## config.mk

```make
export PLATFORM = sky130hd
export DESIGN_NAME = node_message_mailbox
export DESIGN_NICKNAME = d
export VERILOG_FILES = /design/src/mbx_pkg.sv /design/src/node_message_mailbox.sv /design/src/mailbox_unit.sv
export SDC_FILE = /design/constraint.sdc
export NUM_CORES = 1
export LEC_CHECK = 0
export BUFFER_PORTS_ARGS = -buffer_cell sky130_fd_sc_hd__buf_2
export CAP_MARGIN = 0
export CORE_AREA = 2 2 138 140
export CTS_CLUSTER_DIAMETER = 120
export DETAILED_ROUTE_END_ITERATION = 6
export DIE_AREA = 0 0 140 142
export GPL_TIMING_DRIVEN = 1
export PLACE_DENSITY = 0.8
export SLEW_MARGIN = 20
export SYNTH_ARGS = -nofsm -noshare
export SYNTH_HDL_FRONTEND = slang
export SYNTH_SLANG_ARGS = --single-unit
```

## constraint.sdc

```tcl
create_clock -name ref_clk -period 5.6 [get_ports ref_clk]
set_input_delay 0.28 -clock ref_clk [delete_from_list [all_inputs] [get_ports ref_clk]]
set_output_delay 0.28 -clock ref_clk [all_outputs]
set_load 0.02 [all_outputs]
```

## src/mbx_pkg.sv

```systemverilog
// constants shared by the node message mailbox design
// What this block does
// [RQ1] two independent mailboxes with identical behaviour
// [RQ2] after reset mailbox zero receives and mailbox one transmits
// [RQ3] direction bit: 0 receive, 1 transmit; separate enable bit activates the mailbox
// [RQ4] two-bit length: 0b00 one byte up to 0b11 four, starting at byte zero
// [RQ5] enabled receive with fill enable interrupts the node after host writes final byte
// [RQ6] enabled receive with drain enable interrupts host after local read of final byte
// [RQ7] enabled transmit with fill enable interrupts host after local write of final byte
// [RQ8] enabled transmit with drain enable interrupts node after host reads final byte
// [RQ9] software disables a mailbox before reconfiguring, then re-enables in a second access
// [RQ10] on fill, full flag sets and empty flag clears
// [RQ11] on drain, empty flag sets and full flag clears
// [RQ12] fill and drain interrupt flags set on signalling, clear when processed
// [RQ13] master reports pending slave interrupt type and its source node
// [RQ14] simultaneous slave interrupts: nearer slave reported first
// [RQ15] host read of type register clears that request in the source slave
// [RQ16] after a clearing read, master pin drops then reasserts for another pending slave
// [RQ17] slave to master requests travel in the upstream response field
// [RQ18] remote mailbox writes raise the local interrupt at once, without waiting for the control field
// [RQ19] host read of last transmit byte raises local drain interrupt at next control field
// [RQ20] host sets node address before remote reads of a slave mailbox
// [RQ21] node processor reads local interrupt type before touching mailbox data
// [RQ22] node address steers remote accesses; peripheral bit and broadcast bit select target
// [RQ23] data byte registers store and return bytes; final byte access detects fill or drain
package mbx_pkg;
  // register map of one mailbox, mailbox one sits MB_STRIDE above mailbox zero
  localparam logic [7:0] MB0_BASE  = 8'h00;
  localparam logic [7:0] MB_STRIDE = 8'h08;
  localparam logic [2:0] OFF_CTL   = 3'h0;
  localparam logic [2:0] OFF_STAT  = 3'h1;
  localparam logic [2:0] OFF_B0    = 3'h2;
  localparam logic [7:0] ADDR_LINT = 8'h10;
  localparam logic [7:0] ADDR_TYPE = 8'h11;
  localparam logic [7:0] ADDR_SRC  = 8'h12;
  localparam logic [7:0] ADDR_NODE = 8'h13;
  // control register fields
  localparam int CTL_EN   = 0;
  localparam int CTL_DIR  = 1;
  localparam int CTL_LEN  = 2;
  localparam int CTL_FIEN = 4;
  localparam int CTL_EIEN = 5;
  localparam logic [7:0] CTL0_RESET = 8'h00;
  localparam logic [7:0] CTL1_RESET = 8'h02;
  // status register fields
  localparam int ST_FULL  = 0;
  localparam int ST_EMPTY = 1;
  localparam int ST_FIRQ  = 4;
  localparam int ST_EIRQ  = 5;
  // node address register fields
  localparam int NA_PERI  = 5;
  localparam int NA_BRCST = 7;
  localparam logic [7:0] NODE_RESET = 8'h00;
  // interrupt type codes
  localparam logic [7:0] TYPE_NONE    = 8'h00;
  localparam logic [7:0] TYPE_MB_BASE = 8'h10;
  localparam int NODE_COUNT = 16;
  localparam int NODE_W     = 4;
  // type code of a mailbox event: bit 1 mailbox, bit 0 drain
  function automatic logic [7:0] mbx_code(input logic mb, input logic drn);
    mbx_code = TYPE_MB_BASE | {6'h00, mb, drn};
  endfunction
endpackage

```

## src/node_message_mailbox.sv

```systemverilog
// node message mailbox top: two mailboxes, local and upstream interrupts, master report
`timescale 1ns/1ps
module node_message_mailbox (
  input  wire logic        ref_clk,       // system clock, 100 MHz
  input  wire logic        reset,         // async reset, active high
  input  wire logic        master_strap,  // pin: high selects master role
  input  wire logic [7:0]  loc_addr,      // local register address
  input  wire logic        loc_wr,        // local write pulse
  input  wire logic        loc_rd,        // local read pulse
  input  wire logic [7:0]  loc_wdata,     // local write data
  output logic      [7:0]  loc_rdata,     // local read data, next cycle
  input  wire logic [7:0]  rem_addr,      // remote (host) register address
  input  wire logic        rem_wr,        // remote write pulse
  input  wire logic        rem_rd,        // remote read pulse
  input  wire logic [7:0]  rem_wdata,     // remote write data
  output logic      [7:0]  rem_rdata,     // remote read data, next cycle
  input  wire logic        scf_strobe,    // downstream control field pulse
  input  wire logic        srf_strobe,    // upstream response field pulse
  input  wire logic        host_clear,    // clear of our upstream request
  output logic             interrupt_pin, // interrupt pin level
  output logic             up_irq,        // upstream response field request
  output logic      [7:0]  up_type,       // type carried upstream
  input  wire logic [15:0] node_pending,  // master: per-node pending requests
  input  wire logic [127:0] node_type,    // master: per-node type codes
  output logic             clear_req,     // master: clear pulse to a slave
  output logic      [3:0]  clear_node,    // master: slave to clear
  output logic      [3:0]  target_node,   // remote access target node
  output logic             target_peri,   // remote access goes to peripheral
  output logic             target_brcst   // remote write broadcast
);
  //////////////////////////////////////////////////////////////////////////////
  // strap passes two flops before use
  logic strap_meta;
  logic master_mode;
  always_ff @(posedge ref_clk or posedge reset)
  begin
    if (reset)
    begin
      strap_meta  <= 1'b0;
      master_mode <= 1'b0;
    end
    else
    begin
      strap_meta  <= master_strap;
      master_mode <= strap_meta;
    end
  end

  //////////////////////////////////////////////////////////////////////////////
  // address decode shared by both access ports
  function automatic logic mb_hit(input logic [7:0] a, input logic mb);
    mb_hit = a[7:3] == (mbx_pkg::MB0_BASE[7:3] + (mb ? mbx_pkg::MB_STRIDE[7:3] : 5'h00));
  endfunction
  function automatic logic is_data(input logic [7:0] a);
    is_data = a[2:0] >= mbx_pkg::OFF_B0 && a[2:0] < mbx_pkg::OFF_B0 + 3'h4;
  endfunction
  function automatic logic [1:0] idx_of(input logic [7:0] a);
    idx_of = 2'(a[2:0] - mbx_pkg::OFF_B0);
  endfunction

  logic [7:0]  ctl        [0:1];
  logic [7:0]  status     [0:1];
  logic [31:0] bytes      [0:1];
  logic [1:0]  fill_flag;
  logic [1:0]  drain_flag;
  logic [1:0]  clr_fill;
  logic [1:0]  clr_drain;

  // two identical mailboxes; a remote access wins over a local one in a cycle
  for (genvar i = 0; i < 2; i++)
  begin : g_mb
    wire       rem_sel = mb_hit(rem_addr, i[0]) && (rem_wr || rem_rd);
    wire [7:0] a       = rem_sel ? rem_addr : loc_addr;
    wire       wr      = rem_sel ? rem_wr : loc_wr && mb_hit(loc_addr, i[0]);
    wire       rd      = rem_sel ? rem_rd : loc_rd && mb_hit(loc_addr, i[0]);
    mailbox_unit #(
      .CTL_RESET (i == 0 ? mbx_pkg::CTL0_RESET : mbx_pkg::CTL1_RESET)  // RQ2
    ) u_mb (  // RQ1
      .ref_clk    (ref_clk),
      .reset      (reset),
      .ctl_wr     (wr && a[2:0] == mbx_pkg::OFF_CTL),
      .data_wr    (wr && is_data(a)),
      .data_rd    (rd && is_data(a)),
      .byte_idx   (idx_of(a)),
      .wdata      (rem_sel ? rem_wdata : loc_wdata),
      .by_host    (rem_sel),
      .clr_fill   (clr_fill[i]),
      .clr_drain  (clr_drain[i]),
      .ctl        (ctl[i]),
      .status     (status[i]),
      .bytes      (bytes[i]),
      .fill_flag  (fill_flag[i]),
      .drain_flag (drain_flag[i])
    );
  end

  //////////////////////////////////////////////////////////////////////////////
  // route each flag: receive fill and transmit drain go to the node,
  // receive drain and transmit fill go upstream to the host
  wire [1:0] dir_bits = {ctl[1][mbx_pkg::CTL_DIR], ctl[0][mbx_pkg::CTL_DIR]};
  wire [1:0] loc_fill = fill_flag & ~dir_bits;    // RQ5
  wire [1:0] loc_drn  = drain_flag & dir_bits;    // RQ8
  wire [1:0] up_fill  = fill_flag & dir_bits;     // RQ7
  wire [1:0] up_drn   = drain_flag & ~dir_bits;   // RQ6
  wire       loc_any  = |{loc_fill, loc_drn};
  wire       up_any   = |{up_fill, up_drn};

  // fixed priority: mailbox zero before one, fill before drain
  function automatic logic [7:0] pick(input logic [1:0] f, input logic [1:0] d);
    if (f[0])      pick = mbx_pkg::mbx_code(1'b0, 1'b0);
    else if (d[0]) pick = mbx_pkg::mbx_code(1'b0, 1'b1);
    else if (f[1]) pick = mbx_pkg::mbx_code(1'b1, 1'b0);
    else if (d[1]) pick = mbx_pkg::mbx_code(1'b1, 1'b1);
    else           pick = mbx_pkg::TYPE_NONE;
  endfunction

  wire [7:0] lint_code = pick(loc_fill, loc_drn);
  wire       lint_read = loc_rd && loc_addr == mbx_pkg::ADDR_LINT;  // RQ21
  wire       up_done   = host_clear && up_irq;

  // processing: a local type read clears the reported flag, a host clear the upstream one
  for (genvar i = 0; i < 2; i++)
  begin : g_clr
    assign clr_fill[i]  = (lint_read && lint_code == mbx_pkg::mbx_code(i[0], 1'b0))
                          || (up_done && up_type == mbx_pkg::mbx_code(i[0], 1'b0));  // RQ12
    assign clr_drain[i] = (lint_read && lint_code == mbx_pkg::mbx_code(i[0], 1'b1))
                          || (up_done && up_type == mbx_pkg::mbx_code(i[0], 1'b1));  // RQ12
  end

  //////////////////////////////////////////////////////////////////////////////
  // local pin: a remote write raises it at once, otherwise it waits for the next
  // control field; it drops as soon as nothing local is pending
  // the fill flag only shows the cycle after the write, so the write is kept one cycle
  logic lpin;
  logic host_wrote;
  wire  next_lpin = loc_any && (lpin || scf_strobe || rem_wr || host_wrote);  // RQ18 RQ19
  always_ff @(posedge ref_clk or posedge reset)
  begin
    if (reset)
    begin
      lpin       <= 1'b0;
      host_wrote <= 1'b0;
    end
    else
    begin
      lpin       <= next_lpin;
      host_wrote <= rem_wr;  // RQ18
    end
  end

  // upstream request is only loaded in a response field and held until cleared,
  // which can cost one extra superframe of latency
  always_ff @(posedge ref_clk or posedge reset)
  begin
    if (reset)
    begin
      up_irq  <= 1'b0;
      up_type <= mbx_pkg::TYPE_NONE;
    end
    else if (up_done)
      up_irq  <= 1'b0;
    else if (srf_strobe && !up_irq && up_any)
    begin
      up_irq  <= 1'b1;  // RQ17
      up_type <= pick(up_fill, up_drn);
    end
  end

  //////////////////////////////////////////////////////////////////////////////
  // master report: lowest node number is nearest, and a node just cleared is
  // masked until its request drops so a stale level is not reported twice
  logic [15:0] blocked;
  logic        m_valid;
  logic [7:0]  int_type;
  logic [3:0]  int_src;
  wire  [15:0] eligible = node_pending & ~blocked;

  function automatic logic [3:0] first_set(input logic [15:0] v);
    first_set = 4'h0;
    for (int k = 15; k >= 0; k--)
      if (v[k]) first_set = 4'(k);
  endfunction

  wire [3:0] pick_node = first_set(eligible);                       // RQ14
  wire       type_read = master_mode && loc_rd && loc_addr == mbx_pkg::ADDR_TYPE;
  wire       do_clear  = type_read && m_valid;                      // RQ15
  wire       do_load   = master_mode && !m_valid && (|eligible);
  wire       next_mirq = do_load;                                   // RQ16
  logic      mirq;

  always_ff @(posedge ref_clk or posedge reset)
  begin
    if (reset)
    begin
      m_valid  <= 1'b0;
      int_type <= mbx_pkg::TYPE_NONE;
      int_src  <= 4'h0;
    end
    else if (do_clear)
      m_valid  <= 1'b0;  // RQ16
    else if (do_load)
    begin
      m_valid  <= 1'b1;  // RQ13
      int_type <= node_type[{pick_node, 3'h0} +: 8];
      int_src  <= pick_node;
    end
  end

  // pin follows the report; the clearing cycle forces one low cycle
  always_ff @(posedge ref_clk or posedge reset)
  begin
    if (reset)
      mirq <= 1'b0;
    else
      mirq <= (mirq && !do_clear) || next_mirq;
  end

  always_ff @(posedge ref_clk or posedge reset)
  begin
    if (reset)
      blocked <= 16'h0000;
    else
      blocked <= (blocked & node_pending) | (do_clear ? 16'(1) << int_src : 16'h0000);
  end

  always_ff @(posedge ref_clk or posedge reset)
  begin
    if (reset)
    begin
      clear_req     <= 1'b0;
      clear_node    <= 4'h0;
      interrupt_pin <= 1'b0;
    end
    else
    begin
      clear_req     <= do_clear;  // RQ15
      clear_node    <= do_clear ? int_src : clear_node;  // holds the last slave cleared
      interrupt_pin <= master_mode ? ((mirq && !do_clear) || next_mirq) : next_lpin;
    end
  end

  //////////////////////////////////////////////////////////////////////////////
  // node address register, written by the host in master role
  logic [7:0] node_addr;
  always_ff @(posedge ref_clk or posedge reset)
  begin
    if (reset)
      node_addr <= mbx_pkg::NODE_RESET;
    else if (master_mode && loc_wr && loc_addr == mbx_pkg::ADDR_NODE)
      node_addr <= loc_wdata;  // RQ22 RQ20
  end
  assign target_node  = node_addr[3:0];               // RQ22
  assign target_peri  = node_addr[mbx_pkg::NA_PERI];
  assign target_brcst = node_addr[mbx_pkg::NA_BRCST];

  //////////////////////////////////////////////////////////////////////////////
  // read back, unmapped addresses read zero
  function automatic logic [7:0] read_value(input logic [7:0] a);
    read_value = 8'h00;
    for (int m = 0; m < 2; m++)
      if (mb_hit(a, m[0]))
      begin
        if (a[2:0] == mbx_pkg::OFF_CTL)  read_value = ctl[m];
        if (a[2:0] == mbx_pkg::OFF_STAT) read_value = status[m];
        if (is_data(a))                  read_value = bytes[m][{idx_of(a), 3'h0} +: 8];
      end
    if (a == mbx_pkg::ADDR_LINT) read_value = lint_code;
    if (a == mbx_pkg::ADDR_TYPE) read_value = master_mode && m_valid ? int_type : 8'h00;
    if (a == mbx_pkg::ADDR_SRC)  read_value = master_mode ? 8'(int_src) : 8'h00;
    if (a == mbx_pkg::ADDR_NODE) read_value = node_addr;
  endfunction

  always_ff @(posedge ref_clk or posedge reset)
  begin
    if (reset)
    begin
      loc_rdata <= 8'h00;
      rem_rdata <= 8'h00;
    end
    else
    begin
      loc_rdata <= loc_rd ? read_value(loc_addr) : loc_rdata;
      rem_rdata <= rem_rd ? read_value(rem_addr) : rem_rdata;
    end
  end
endmodule // node_message_mailbox

```

## src/mailbox_unit.sv

```systemverilog
// one mailbox: control, status, four data bytes and fill / drain detection
`timescale 1ns/1ps
module mailbox_unit #(
  parameter logic [7:0] CTL_RESET = 8'h00
) (
  input  wire logic        ref_clk,    // system clock
  input  wire logic        reset,      // async reset, active high
  input  wire logic        ctl_wr,     // control register write pulse
  input  wire logic        data_wr,    // data byte write pulse
  input  wire logic        data_rd,    // data byte read pulse
  input  wire logic [1:0]  byte_idx,   // data byte addressed
  input  wire logic [7:0]  wdata,      // write data
  input  wire logic        by_host,    // access comes from the remote host
  input  wire logic        clr_fill,   // fill interrupt processed
  input  wire logic        clr_drain,  // drain interrupt processed
  output logic      [7:0]  ctl,        // control register
  output logic      [7:0]  status,     // status register
  output logic      [31:0] bytes,      // data bytes, byte zero lowest
  output logic             fill_flag,  // fill interrupt pending
  output logic             drain_flag  // drain interrupt pending
);
  logic [7:0] mem [0:3];
  logic       full;
  logic       empty;
  wire        enable    = ctl[mbx_pkg::CTL_EN];
  wire        dir       = ctl[mbx_pkg::CTL_DIR];
  wire [1:0]  len       = ctl[mbx_pkg::CTL_LEN+1:mbx_pkg::CTL_LEN];
  wire        final_hit = byte_idx == len;                       // RQ4
  // receive: host writes, node reads; transmit the other way round
  wire        writer_ok = dir ? !by_host : by_host;               // RQ3
  wire        fill_evt  = enable && data_wr && final_hit && writer_ok;   // RQ23
  wire        drain_evt = enable && data_rd && final_hit && !writer_ok;  // RQ23
  wire        disabling = ctl_wr && !wdata[mbx_pkg::CTL_EN];

  //////////////////////////////////////////////////////////////////////////////
  // control register; reconfiguration while enabled is left to software
  always_ff @(posedge ref_clk or posedge reset)
  begin
    if (reset)
      ctl <= CTL_RESET;  // RQ2
    else if (ctl_wr)
      ctl <= wdata;
  end

  // data bytes are plain storage, any side may read them back
  always_ff @(posedge ref_clk or posedge reset)
  begin
    if (reset)
      for (int i = 0; i < 4; i++) mem[i] <= 8'h00;
    else if (data_wr)
      mem[byte_idx] <= wdata;  // RQ23
  end

  // full and empty are mutually exclusive; disabling drops back to empty
  always_ff @(posedge ref_clk or posedge reset)
  begin
    if (reset)
    begin
      full  <= 1'b0;
      empty <= 1'b1;
    end
    else if (fill_evt)
    begin
      full  <= 1'b1;  // RQ10
      empty <= 1'b0;
    end
    else if (drain_evt || disabling)
    begin
      full  <= 1'b0;  // RQ11
      empty <= 1'b1;
    end
  end

  // interrupt flags: a new event wins over a clear in the same cycle
  always_ff @(posedge ref_clk or posedge reset)
  begin
    if (reset)
    begin
      fill_flag  <= 1'b0;
      drain_flag <= 1'b0;
    end
    else
    begin
      fill_flag  <= (fill_evt && ctl[mbx_pkg::CTL_FIEN])             // RQ5 RQ7
                    || (fill_flag && !clr_fill && !disabling);        // RQ12
      drain_flag <= (drain_evt && ctl[mbx_pkg::CTL_EIEN])            // RQ6 RQ8
                    || (drain_flag && !clr_drain && !disabling);      // RQ12
    end
  end

  assign bytes = {mem[3], mem[2], mem[1], mem[0]};
  assign status = 8'h00
                  | (8'(full)       << mbx_pkg::ST_FULL)
                  | (8'(empty)      << mbx_pkg::ST_EMPTY)
                  | (8'(fill_flag)  << mbx_pkg::ST_FIRQ)
                  | (8'(drain_flag) << mbx_pkg::ST_EIRQ);
endmodule // mailbox_unit

```

==> metrics list, run 1 <==
- Global-route track usage on met3: 6.63%
- After detailed placement, the total cell area comes to 0.0111 mm^2.
- Most Used Layer, Global Route: met2
- Drt first-iter violations: 1185
* Synth unique cells: 75
- Clock latency of the later-clocked register in the worst-skew pair: 0.44 ns
- Final core utilization: 63.2%
- FILL cells: 1517
- In this run the core area contains 50 standard-cell rows.
- Inst Count DP: 1417
- Count of hold-fix buffers inserted at cts: 1
- Cells with a size suffix above 1 make up 32.7% of the layout.
* Clock buffer count from CTS: 17
- Mapped Cells: 1023
- Power per cell area: 255 mW/mm^2
- Violations in the final reports: DRC
- Total of buffers placed on input and output ports: 217
* Die width: 140 um
- For this block, the via count after detailed routing is 9558.
- Across the whole layout, storage elements account for 0.00391 mm^2.
* Fraction of the cycle the final worst path needs: 60.7%
- Remaining max-slew budget at the tightest pin: 25.5%
- The path class of the tightest hold or removal check is in -> async.
- The Yosys step of the flow raised 0 warnings.
- Clock-pin slew on the worst setup and hold paths: 0.07 ns
- Register area share after synthesis: 39.2%
- Hold timing on the final database bottoms out at a slack of 0.0183 ns.
- After synthesis, the share of flip-flops with an asynchronous set or reset is 100%.
- CTS H-tree lvls: 4
* Data arrival time at the worst-slack endpoint: 3.68 ns
* Yosys reg bits: 156
* Critical path startpoint category: flip-flop
- The analysis attributes to cell leakage a power of 5.27 nW.
- After detailed routing, the number of remaining DRC violations is 16.
* Ratio of routed vias to standard cells: 6.58
- Summing all multi-input logic gate instances after layout gives 0.00560 mm^2.
- Total wire length after detailed routing: 34400 um
- Global routing used 34.6% of the available tracks.
- The first global-routing pass estimated 52200 um of wire.
- Outcome: complete, but fails checks
* Ys flop type: dfrtp_1
- For the worst setup path, the data required time is 5.88 ns.
- Number of hold violations in the final report: 0
* Setup TNS after final layout: 0 ns
* Max FO, Critical Path: 18
* Final weighted congestion of routability-driven global placement: 0.981
* Clock tree root buffer cell: clkbuf_16
- Met1 layer usage reported by global route: 41.6%
* Pin count of the biggest net entering global routing: 99
- Max-slew violation count: 0
* Estimated wirelength of the detail-placed design: 25500 um
- EDFF count, synth: 0
- Post-CTS timing repair inserted 0 buffers for setup.
* Final standard cell count with taps included and fillers excluded: 1453
- Final setup vio count: 0
- RSZ-0062 raised after global routing: no
- After layout, the minimum clock period comes to 3.40 ns.
- The die covers 0.0199 mm^2.
- Initial antenna violation count: 3
* Cell area after synthesis: 0.00996 mm^2
* Effective utilization at floorplan: 54.0%
- For met2 alone, demand over resource in global routing was 60.1%.
* Setup Crit Path Kind: reg -> reg
- CTS sink count: 156
- Final standard cell area without fillers: 0.0117 mm^2
* Vias in the first global route: 9341
- Final setup skew: 0.0110 ns
- Max-capacitance violation count: 0
* Clock tree from TritonCTS: built
- In this run the standard cell core region covers 0.0185 mm^2.
- In this run, post-CTS repair resized a total of 0 instances.
- Largest vdd supply drop: 0.235 mV
* Per-cell routed wire length: 23.7 um
* Kind of capture point of the worst setup path: flip-flop
* Antenna-violating nets left: 0
- Derived from the worst setup path, the maximum achievable clock frequency is 0.294 GHz.
* Deepest clock path buffer count: 2
- Layout net count: 1389
- Top-Level Pins: 223
- Summed over all layers, the global routing overflow is 0.
* Area Overhead vs Synth: 17.1%
- Worst Max-Slew Pin Slew: 1.12 ns
- Syn Area/Cell: 9.73 um^2
- Overall die height: 142 um
- The first TritonRoute pass finished after 7 iterations.
-- critical path, stage by stage (launching register included) --
cell and delay (ns):
dfrtp_1 0.39, nand2b_1 0.17, a221oi_1 0.29, o21ai_1 0.18, o21ai_2 0.40, and2_1 0.76, buf_4 0.37, mux2_2 0.35
o21ai_0 0.17, nand4b_1 0.15
-- state kept, by name, summed over array words and instances, names as in the netlist, 3 cells and up --
register / cells
loc_rdata: 8
int_type: 8
blocked: 16
clear_node: 4
g_mb.u_mb.bytes: 64
up_type: 3
rem_rdata: 8
g_mb.u_mb.ctl: 16
int_src: 4
node_addr: 8
-- placed cells by master, fill, tap and decap left out, drive strengths merged, types with 4 or more instances in the layout --
cell      n
buf     227
dfrtp   153
nand2    99
mux2     88
o21ai    76
a21oi    75
nor2     69
mux2i    63
inv      31
o22ai    29
nand2b   26
mux4     24
a22oi    24
clkbuf   20
a211oi   18
nand3    17
nor3     15
a31oi    12
nor2b    11
o211ai    8
and2      7
a21boi    7
and3      6
a32o      6
nand4     6
nand4b    6
clkinv    6
nand3b    5
o221ai    5
conb      5
o21a      4
a221oi    4
a222oi    4
nor3b     4
or3       4
-- where the power goes --
group	internal (mW)	leakage, nW	switching (mW)
clock network	0.638	0.273	0.497
logic	0.233	2.94	0.294
registers	1.22	2.06	0.0938
-- final cells by class --
type | instances | area share, %
clock buffers | 20 | 3.92
repair buffers | 228 | 10.0
clock inverters | 12 | 0.955
well taps | 234 | 2.51
flip-flops and latches | 156 | 33.5
multi-input cells | 771 | 48.0
diodes | 3 | 0.0644
inverters | 29 | 0.977
-- stage by stage --
stage	setup WS, ns	power [mW]
global placement	2.29	1.83
CTS	2.27	2.96
global route	1.98	3.08
finish	2.20	2.98
detailed placement	2.13	1.85
floorplan	1.12	1.64
-- layer usage --
metal | vias to the layer above | part of all wire [%]
li1 | 4157 | -
met1 | 4590 | 36
met2 | 690 | 49
met3 | 121 | 10
met4 | 0 | 4.8
met5 | - | 0
-- cells in the mapped netlist (7+ instances only) --
cell      number  area share (%)
a31oi_1       12            0.75
o211ai_1       8            0.60
o22ai_1       29             1.8
nor3_1         8            0.40
mux2_2        88              10
dfrtp_1      153              38
a21boi_0       7            0.53
buf_1          8            0.30
mux4_2        24             5.4
a211oi_1      18             1.4
buf_2         14            0.70
nand2b_1      26             1.6
mux2i_1       63             6.3
nor2_1        65             2.5
inv_1         27             1.0
nand2_1       98             3.7
nand3_1       17            0.85
buf_4         14             1.1
o21ai_0       72             3.6
and2_1         7            0.44
nor2b_1       11            0.69
a21oi_1       75             3.8
a22oi_1       24             1.8
clkbuf_1      32             1.2
-- kinds of logic (layout without fill, tap and decap cells) --
| family | count (synthesis) | after routing | share of synthesized area [%] |
|---|---|---|---|
| compound gates | 298 | 298 | 18.9 |
| simple gates | 288 | 288 | 14.9 |
| mux | 175 | 175 | 21.7 |
| flops | 156 | 156 | 39.2 |
| buf+inv | 100 | 289 | 4.70 |
| xor+xnor | 5 | 5 | 0.440 |
| other cells | 1 | 8 | 0.0377 |
-- final timing paths --
check	startpoint	endpoint	slack (ns)	cells past startpoint
min	reset	blocked[8]	0.02	2
max	blocked[14]	int_type[4]	2.20	9
max in group asynchronous	reset	g_mb[1].u_mb.full	4.21	3
min in group ref_clk	node_pending[3]	blocked[3]	0.06	3
min reg2reg	strap_meta	master_mode	0.35	0
max reg2reg	blocked[14]	int_type[4]	2.20	9
(Power assumes the default switching activity.)
==> run 2: changes to the inputs <==
- ABC_AREA: unset -> 1
- CORE_AREA: 2 2 138 140 -> 2 2 139 141
- DIE_AREA: 0 0 140 142 -> 0 0 141 143
- clock period: 5.6 -> 3.37 ns (I/O delays scaled with it)
==> run 2 against run 1 <==
  * The run ends with hold timing left
  * Hold slack got worse by 0.058 ns
  * Power rose by 72%
  * Clock skew rose by 0.0015 ns
  * Critical path depth rose by 18
  * Combinational power rose by 89%
  * Synthesized area rose by 2.7%
  * Sequential power rose by 64%
  * Sequential share of layout area fell by 1.8 points
  * Critical path type is now in -> reg
==> metrics list, run 2 <==
- Max-slew violation count: 0
- Layout net count: 1887
- The routed design could run at a clock period as short as 2.68 ns.
- Per-cell routed wire length: 18.8 um
- Clock tree from TritonCTS: built
- Total global routing overflow: 0
- Compared with the post-synthesis result, the final layout area differs by 20.6%.
- Clock latency of the later-clocked register in the worst-skew pair: 0.44 ns
- The repair_antennas step left the layout with diodes totalling 0.
- At the worst endpoint, the required time is 3.69 ns.
- Global routing used 36.7% of the available tracks.
- Commonest non-fill, non-tap cell in the layout: nand2_1
* Final weighted congestion of routability-driven global placement: 1.01
* Most used cells in the layout excluding fill and tap cells: nand2_1 (393), buf_2 (217), inv_1 (202)
- The worst setup path is captured at a flip-flop.
- CTS placed an instance of clkbuf_16 at the clock tree root.
* Area of combinational cells with multiple inputs: 0.00518 mm^2
- Worst Max-Slew Pin Slew: 0.970 ns
- The die covers 0.0202 mm^2.
- In this run the power density over the cells is 417 mW/mm^2.
- The commonest cells after synthesis are nand2_1 (394), inv_1 (203), nand3_1 (160), dfrtp_1 (153), o21ai_0 (140).
- Synthesis produced a netlist whose cell count is 1479.
- The worst-case IR drop observed on VDD is 0.332 mV.
* EDFF count, synth: 0
- Final standard cell count with taps included and fillers excluded: 1947
- The clock tree synthesis step divided the H-tree into 4 levels.
- The clock network burns 38.3% of the power.
- Max-capacitance violation count: 0
- Final routed DRC violation total: 0
* Library cell with the largest summed area after synthesis: dfrtp_1
* RSZ-0062 raised after global routing: no
- Max FO, Critical Path: 25
* Critical path startpoint category: input pin
- First-pass GRT wire length: 57500 um
- For this run, the register share of the synthesized area comes to 38.2%.
- Drt first-iter violations: 1386
* Initial antenna violation count: 0
- For met2 alone, demand over resource in global routing was 55.5%.
- Fraction of the cycle the final worst path needs: 79.6%
- Setup violations remaining at the end of the flow were counted as 0.
- Ys async rst share: 100%
- The region available for standard cell placement spans 0.0186 mm^2.
- Most Used Layer, Global Route: met2
- The detail route stage leaves a number of antenna-violating nets equal to 0.
- Entering global routing, the biggest net connects 157 pins.
* Top achievable clock speed: 0.373 GHz
- YS warnings: 0
* Net load switching power: 1.62 mW
- The count of endpoints failing hold in the final timing report came to 49.
- Worst reg-to-reg setup slack: 0.70 ns
* Depth of the worst register-to-register path: 25
- The internal power of the cells totals 3.52 mW.
* Estimated wirelength of the detail-placed design: 27600 um
* Deepest clock path buffer count: 2
* Total wire length after detailed routing: 36700 um
- Effective utilization at floorplan: 55.0%
* Largest register FFs: 64
- P_leak: 6.29 nW
* Syn Area/Cell: 6.91 um^2
- The floorplan step set the die width to 141 um.
* Violations in the final reports: hold timing
- Detailed routing inserted a total of 11700 vias.
- The floorplan has 50 rows.
- Hold timing on the final database bottoms out at a slack of -0.0395 ns.
* Setup TNS after final layout: 0 ns
- Synth unique cells: 56
- FILL cells: 1628
- Switching share of power: 31.5%
* Ys flop type: dfrtp_1
* Portion of synthesized cell area occupied by the leading cell type: 37.5%
- CTS sink count: 156
- The synthesized design contains 156 register bits.
- Met1 layer usage reported by global route: 50.7%
- Port buffering added 217 buffers.
* Outcome: complete, but fails checks
- Cell area after synthesis: 0.0102 mm^2
* Most frequently used cell type in the post-synthesis netlist: nand2_1
* Register Area: 0.00391 mm^2
- Global-route track usage on met3: 8.35%
* Remaining max-slew budget at the tightest pin: 34.7%
* Fraction of final layout cells sized beyond drive strength 1: 18.8%
* Path category of the worst min-delay check: in -> async
- Sequential group share of total power: 42.3%
- At the worst endpoint, the arrival time is 3.01 ns.
- Post-Place Worst Slack: 0.697 ns
- Using the TritonRoute via totals, the vias-per-cell ratio works out to 6.03.
* Clock buffer count from CTS: 17
- 223 I/O pins were placed.
- Combinational logic burns 19.4% of the power.
* Vias in the first global route: 10900
* Setup Crit Path Kind: in -> reg
- First drt pass iteration count: 6
- Slack of the critical path: 0.687 ns
- Final setup skew: 0.0125 ns
* Largest cells by area after synthesis: dfrtp_1 (37%), nand2_1 (14%), nand3_1 (7.8%), inv_1 (7.5%), o21ai_0 (6.9%)
- After clock tree synthesis, the clock-pin slew on the worst setup and hold paths is 0.07 ns.
- Overall die height: 143 um
- In this run, placement finished with an instance count of 1897.
run 2: changes by cell type after synthesis, moves of 24 or more:
cell / previous run / this run
nand2b_1: 26 / 0
nand3_1: 17 / 160
o21ai_0: 72 / 140
mux2i_1: 63 / 0
inv_1: 27 / 203
mux2_2: 88 / 0
o21ai_1: 2 / 39
o22ai_1: 29 / 56
a21oi_1: 75 / 23
nand2_1: 98 / 394
mux4_2: 24 / 0
run 2: timing repair:
action                                 CTS  global route
gates resized for setup                  0             0
setup buffers                            0             0
endpoints found under the hold margin   19             0
hold buffers                            19             0
run 2: path summary, 6_finish.rpt:
kind                                  endpoint             start
max reg2reg                        int_type[3]       blocked[14]
max                                int_type[3]  node_pending[15]
min reg2reg                        master_mode        strap_meta
min                              clear_node[0]             reset
max in group asynchronous  g_mb[1].u_mb.ctl[3]             reset
min in group ref_clk                blocked[3]   node_pending[3]
run 2: cell type report:
class / instances / area share [%]
multi-input cells: 1044 / 42.0
repair buffers: 273 / 12.7
clock inverters: 12 / 1.22
flip-flops and latches: 156 / 31.7
clock buffers: 19 / 3.59
well taps: 234 / 2.38
inverters: 209 / 6.41
run 2: through the flow:
| step | area (um^2) | hold slack [ns] | utilization, % | total power [mW] |
|---|---|---|---|---|
| after global routing | 12300 | 0.00374 | 66.3 | 5.35 |
| final | 12300 | -0.0395 | 66.3 | 5.13 |
| after detailed placement | 11500 | 0.278 | 62.1 | 3.15 |
| after CTS | 12300 | 0.0134 | 66.3 | 5.11 |
| after global placement | 11500 | 0.285 | 62.1 | 3.13 |
| after floorplan | 10200 | 0.200 | - | 2.75 |
run 2: routing by layer:
layer | wire (um) | share of wire, % | up-vias
met4 | 1730 | 4.7 | 0
met2 | 15800 | 43 | 758
met3 | 3810 | 10 | 136
li1 | - | - | 5416
met1 | 15400 | 42 | 5437
met5 | 0 | 0 | -
run 2: logic make-up (layout without fill, tap and decap cells):
| kind of cell | after synthesis | after routing | synth area share (%) |
|---|---|---|---|
| other cells | 1 | 5 | 0.0367 |
| simple gates | 691 | 691 | 29.8 |
| xor+xnor | 4 | 4 | 0.343 |
| compound gates | 344 | 344 | 20.3 |
| buf+inv | 283 | 513 | 11.3 |
| flops | 156 | 156 | 38.2 |
run 2: power by group through the flow:
| stage | combinational, mW | sequential (mW) | clock, mW |
|---|---|---|---|
| after floorplan | 0.590 | 2.16 | 0 |
| after global placement | 0.938 | 2.19 | 0 |
| after detailed placement | 0.951 | 2.20 | 0 |
| after CTS | 0.973 | 2.17 | 1.97 |
| after global routing | 1.09 | 2.19 | 2.07 |
| final | 0.995 | 2.17 | 1.97 |
run 2: critical path, stage by stage:
cell and delay (ns):
dlygate4sd3_1 0.54, buf_2 0.14, inv_1 0.06, nor2_1 0.04
nand2_1 0.05, nand2_1 0.04, nand2_1 0.05, nand2_1 0.04
nand2_1 0.05, nand2_1 0.04, nand2_1 0.06, nand2_1 0.06
nand2_1 0.05, nand2_1 0.04, nand2_1 0.06, nand2_1 0.05
nand2_1 0.07, nand2_2 0.06, nand2_2 0.29, buf_4 0.35
nand2_1 0.08, nand3_1 0.10, nand3_1 0.18, nand3_1 0.13
nand2_1 0.06, nand2_1 0.06, nand2_1 0.05
==> run 3: changes to the inputs <==
- clock period: 3.37 -> 2.8 ns (I/O delays scaled with it)
==> run 3 against run 2 <==
  * The flow now finishes without violations
  * Routed wire length rose by 2.4%
  * First-iteration DRC count grew 17%
  * Clock power increased by 11%
  * Die area unchanged
  * Global-route usage increased by 0.71 points
  * Clock skew rose by 0.0017 ns
  * Final area increased by 1.8%
  * Critical path depth decreased by 2
  * Cell count is 1.7% higher
==> metrics list, run 3 (synthesized netlist as in run 2, its figures left out) <==
- Outcome: finished clean
- Critical-path top delay cell: dfrtp_1
* Largest vdd supply drop: 0.405 mV
- For the final database, setup skew stands at 0.0142 ns.
* First-pass GRT wire length: 58400 um
- Ratio of routed vias to standard cells: 6.03
* Post-Place Worst Slack: 0.405 ns
* Total global routing overflow: 0
- The worst setup path is launched from a flip-flop.
- Buffers placed on the I/O ports in this run total 217.
* Tmin final: 2.47 ns
* Estimated wirelength of the detail-placed design: 28300 um
- The final route contains 11900 vias.
- Fraction of final layout cells sized beyond drive strength 1: 20.2%
- After floorplanning, the core was divided into 50 placement rows.
- In this run, the number of DRC markers left after iteration 0 of detailed routing was 1620.
- Worst reg2reg startpoint: blocked[14]
- Clock-pin slew was measured on the worst setup and hold paths at 0.07 ns.
- Req. time, crit path: 3.12 ns
- Summed over all cells, the static leakage comes to 6.43 nW.
- At the end of routability-driven placement, the weighted congestion stood at 0.993.
* Largest register FFs: 64
* Final core utilization: 67.6%
- The path class of the tightest hold or removal check is in -> reg.
- The floorplan step set the die height to 143 um.
- Leaving out fill and tap cells, the most frequent cell in the layout is nand2_1.
- The cell that appears most often on the critical path is nand2_1.
- Data arrival time at the worst-slack endpoint: 2.79 ns
* Kind of capture point of the worst setup path: flip-flop
* Clock latency of the later-clocked register in the worst-skew pair: 0.44 ns
- Number of hold violations in the final report: 0
* Final routed DRC violation total: 0
- FILL cells: 1630
* Effective utilization at floorplan: 55.0%
- Setup Crit Path Kind: reg -> reg
- The via count of the first global-routing pass was 10900.
* Deepest clock path buffer count: 2
- Power spread over the standard cell area amounts to 481 mW/mm^2.
- Clock tree synthesis selected as its root buffer the cell clkbuf_16.
- Global routing used 37.4% of the available tracks.
- Entering global routing, the biggest net connects 108 pins.
* Global-route track usage on met3: 7.08%
- Clock buffer count from CTS: 17
- Hold Crit Start: loc_wdata[3]
- At the end of the flow, the number of nets in the layout was 1920.
* Area Overhead vs Synth: 22.8%
- Most Used Layer, Global Route: met2
- At the pin with the least slew margin, the transition time is 0.815 ns.
* Startpoint of the worst setup timing path: blocked[14]
* Top-Level Pins: 223
* Family of cells with the greatest summed delay on the critical path: simple AND/OR/NAND/NOR gates
- Clock tree from TritonCTS: built
- In this run the post-CTS setup repair buffer count came out at 0.
* Remaining max-slew budget at the tightest pin: 45.1%
* Most used cells in the layout excluding fill and tap cells: nand2_1 (393), buf_2 (217), inv_1 (202)
* Overall die area: 0.0202 mm^2
* Met1 layer usage reported by global route: 54.3%
- RSZ-0062 raised after global routing: no
- Setup TNS after final layout: 0 ns
- Max-capacitance violation count: 0
- Once routing completed, OpenROAD measured the worst setup slack at 0.331 ns.
- Initial antenna violation count: 0
- CTS H-tree lvls: 4
* First drt pass iteration count: 5
* Max FO, Critical Path: 42
* Max-slew violation count: 0
- Setup violations remaining at the end of the flow were counted as 0.
* Die width: 141 um
- For met2 alone, demand over resource in global routing was 56.4%.
- Top achievable clock speed: 0.405 GHz
- The number of antenna diodes in the final layout is 0.
- Summed over all layers, the routed wires come to 37600 um.
* Fraction of the cycle the final worst path needs: 88.2%
* CTS sink count: 156
- Per-cell routed wire length: 19.0 um
- Core ar.: 0.0186 mm^2
* Antenna-violating nets left: 0
- The critical path contains buffers and inverters numbering 2 combined.
- For this run, the slowest stage of the critical path takes 0.39 ns.
run 3: cell types whose count changed in the layout (fill, tap and decap cells not counted), sizes merged:
cell,before,now
clkinvlp,3,4
dlygate4sd3,19,21
bufinv,2,0
clkinv,5,7
buf,254,285
run 3: area by class of cell:
cell class / instances / area [um^2] / area share, %
clock inverters: 13 / 105 / 0.837
well taps: 234 / 293 / 2.33
repair buffers: 306 / 1840 / 14.7
multi-input cells: 1044 / 5180 / 41.3
flip-flops and latches: 156 / 3910 / 31.1
inverters: 209 / 790 / 6.29
clock buffers: 19 / 433 / 3.45
run 3: worst paths after layout:
path	end	slack (ns)	cells past startpoint
setup / recovery	int_type[3]	0.33	25
hold / removal	node_addr[3]	0.05	3
setup reg to reg	int_type[3]	0.33	25
hold reg to reg	master_mode	0.36	0
max in group asynchronous	g_mb[1].u_mb.bytes[10]	1.66	4
min in group asynchronous	clear_node[1]	0.24	3
run 3: per-stage QoR:
stage | cells | power [mW] | cell area, um^2 | hold WS, ns
after CTS | 1981 | 6.01 | 12500 | 0.0481
final | 1981 | 6.04 | 12600 | 0.0538
after global routing | 1981 | 6.28 | 12600 | 0.0604
after detailed placement | 1928 | 3.83 | 11800 | 0.144
after global placement | 1928 | 3.81 | 11800 | 0.145
after floorplan | 1483 | 3.31 | 10200 | 0.171
run 3: power by group:
part,internal (mW),total (mW),leakage [nW],switching (mW)
clock,1.15,2.18,0.257,1.02
sequential,2.44,2.60,2.07,0.169
combinational,0.467,1.25,4.10,0.786
total,4.06,6.04,6.43,1.98
run 3: worst min-delay path: cells and delay by family:
kind / cells / cell delay, ns
AOI/OAI and AO/OA: 1 / 0.10
buffers and inverters: 2 / 0.19
run 3: per-layer routing:
layer	routed length, um	vias up
met5	0	-
met4	1360	0
met3	4140	113
met2	16200	841
met1	15800	5511
li1	-	5475
run 3: timing repair:
| action | CTS | global route |
|---|---|---|
| endpoints found under the setup margin | 0 | 1 |
| resized for setup | 0 | 1 |
| hold buffers | 21 | 0 |
| hold endpoints to repair | 34 | 0 |
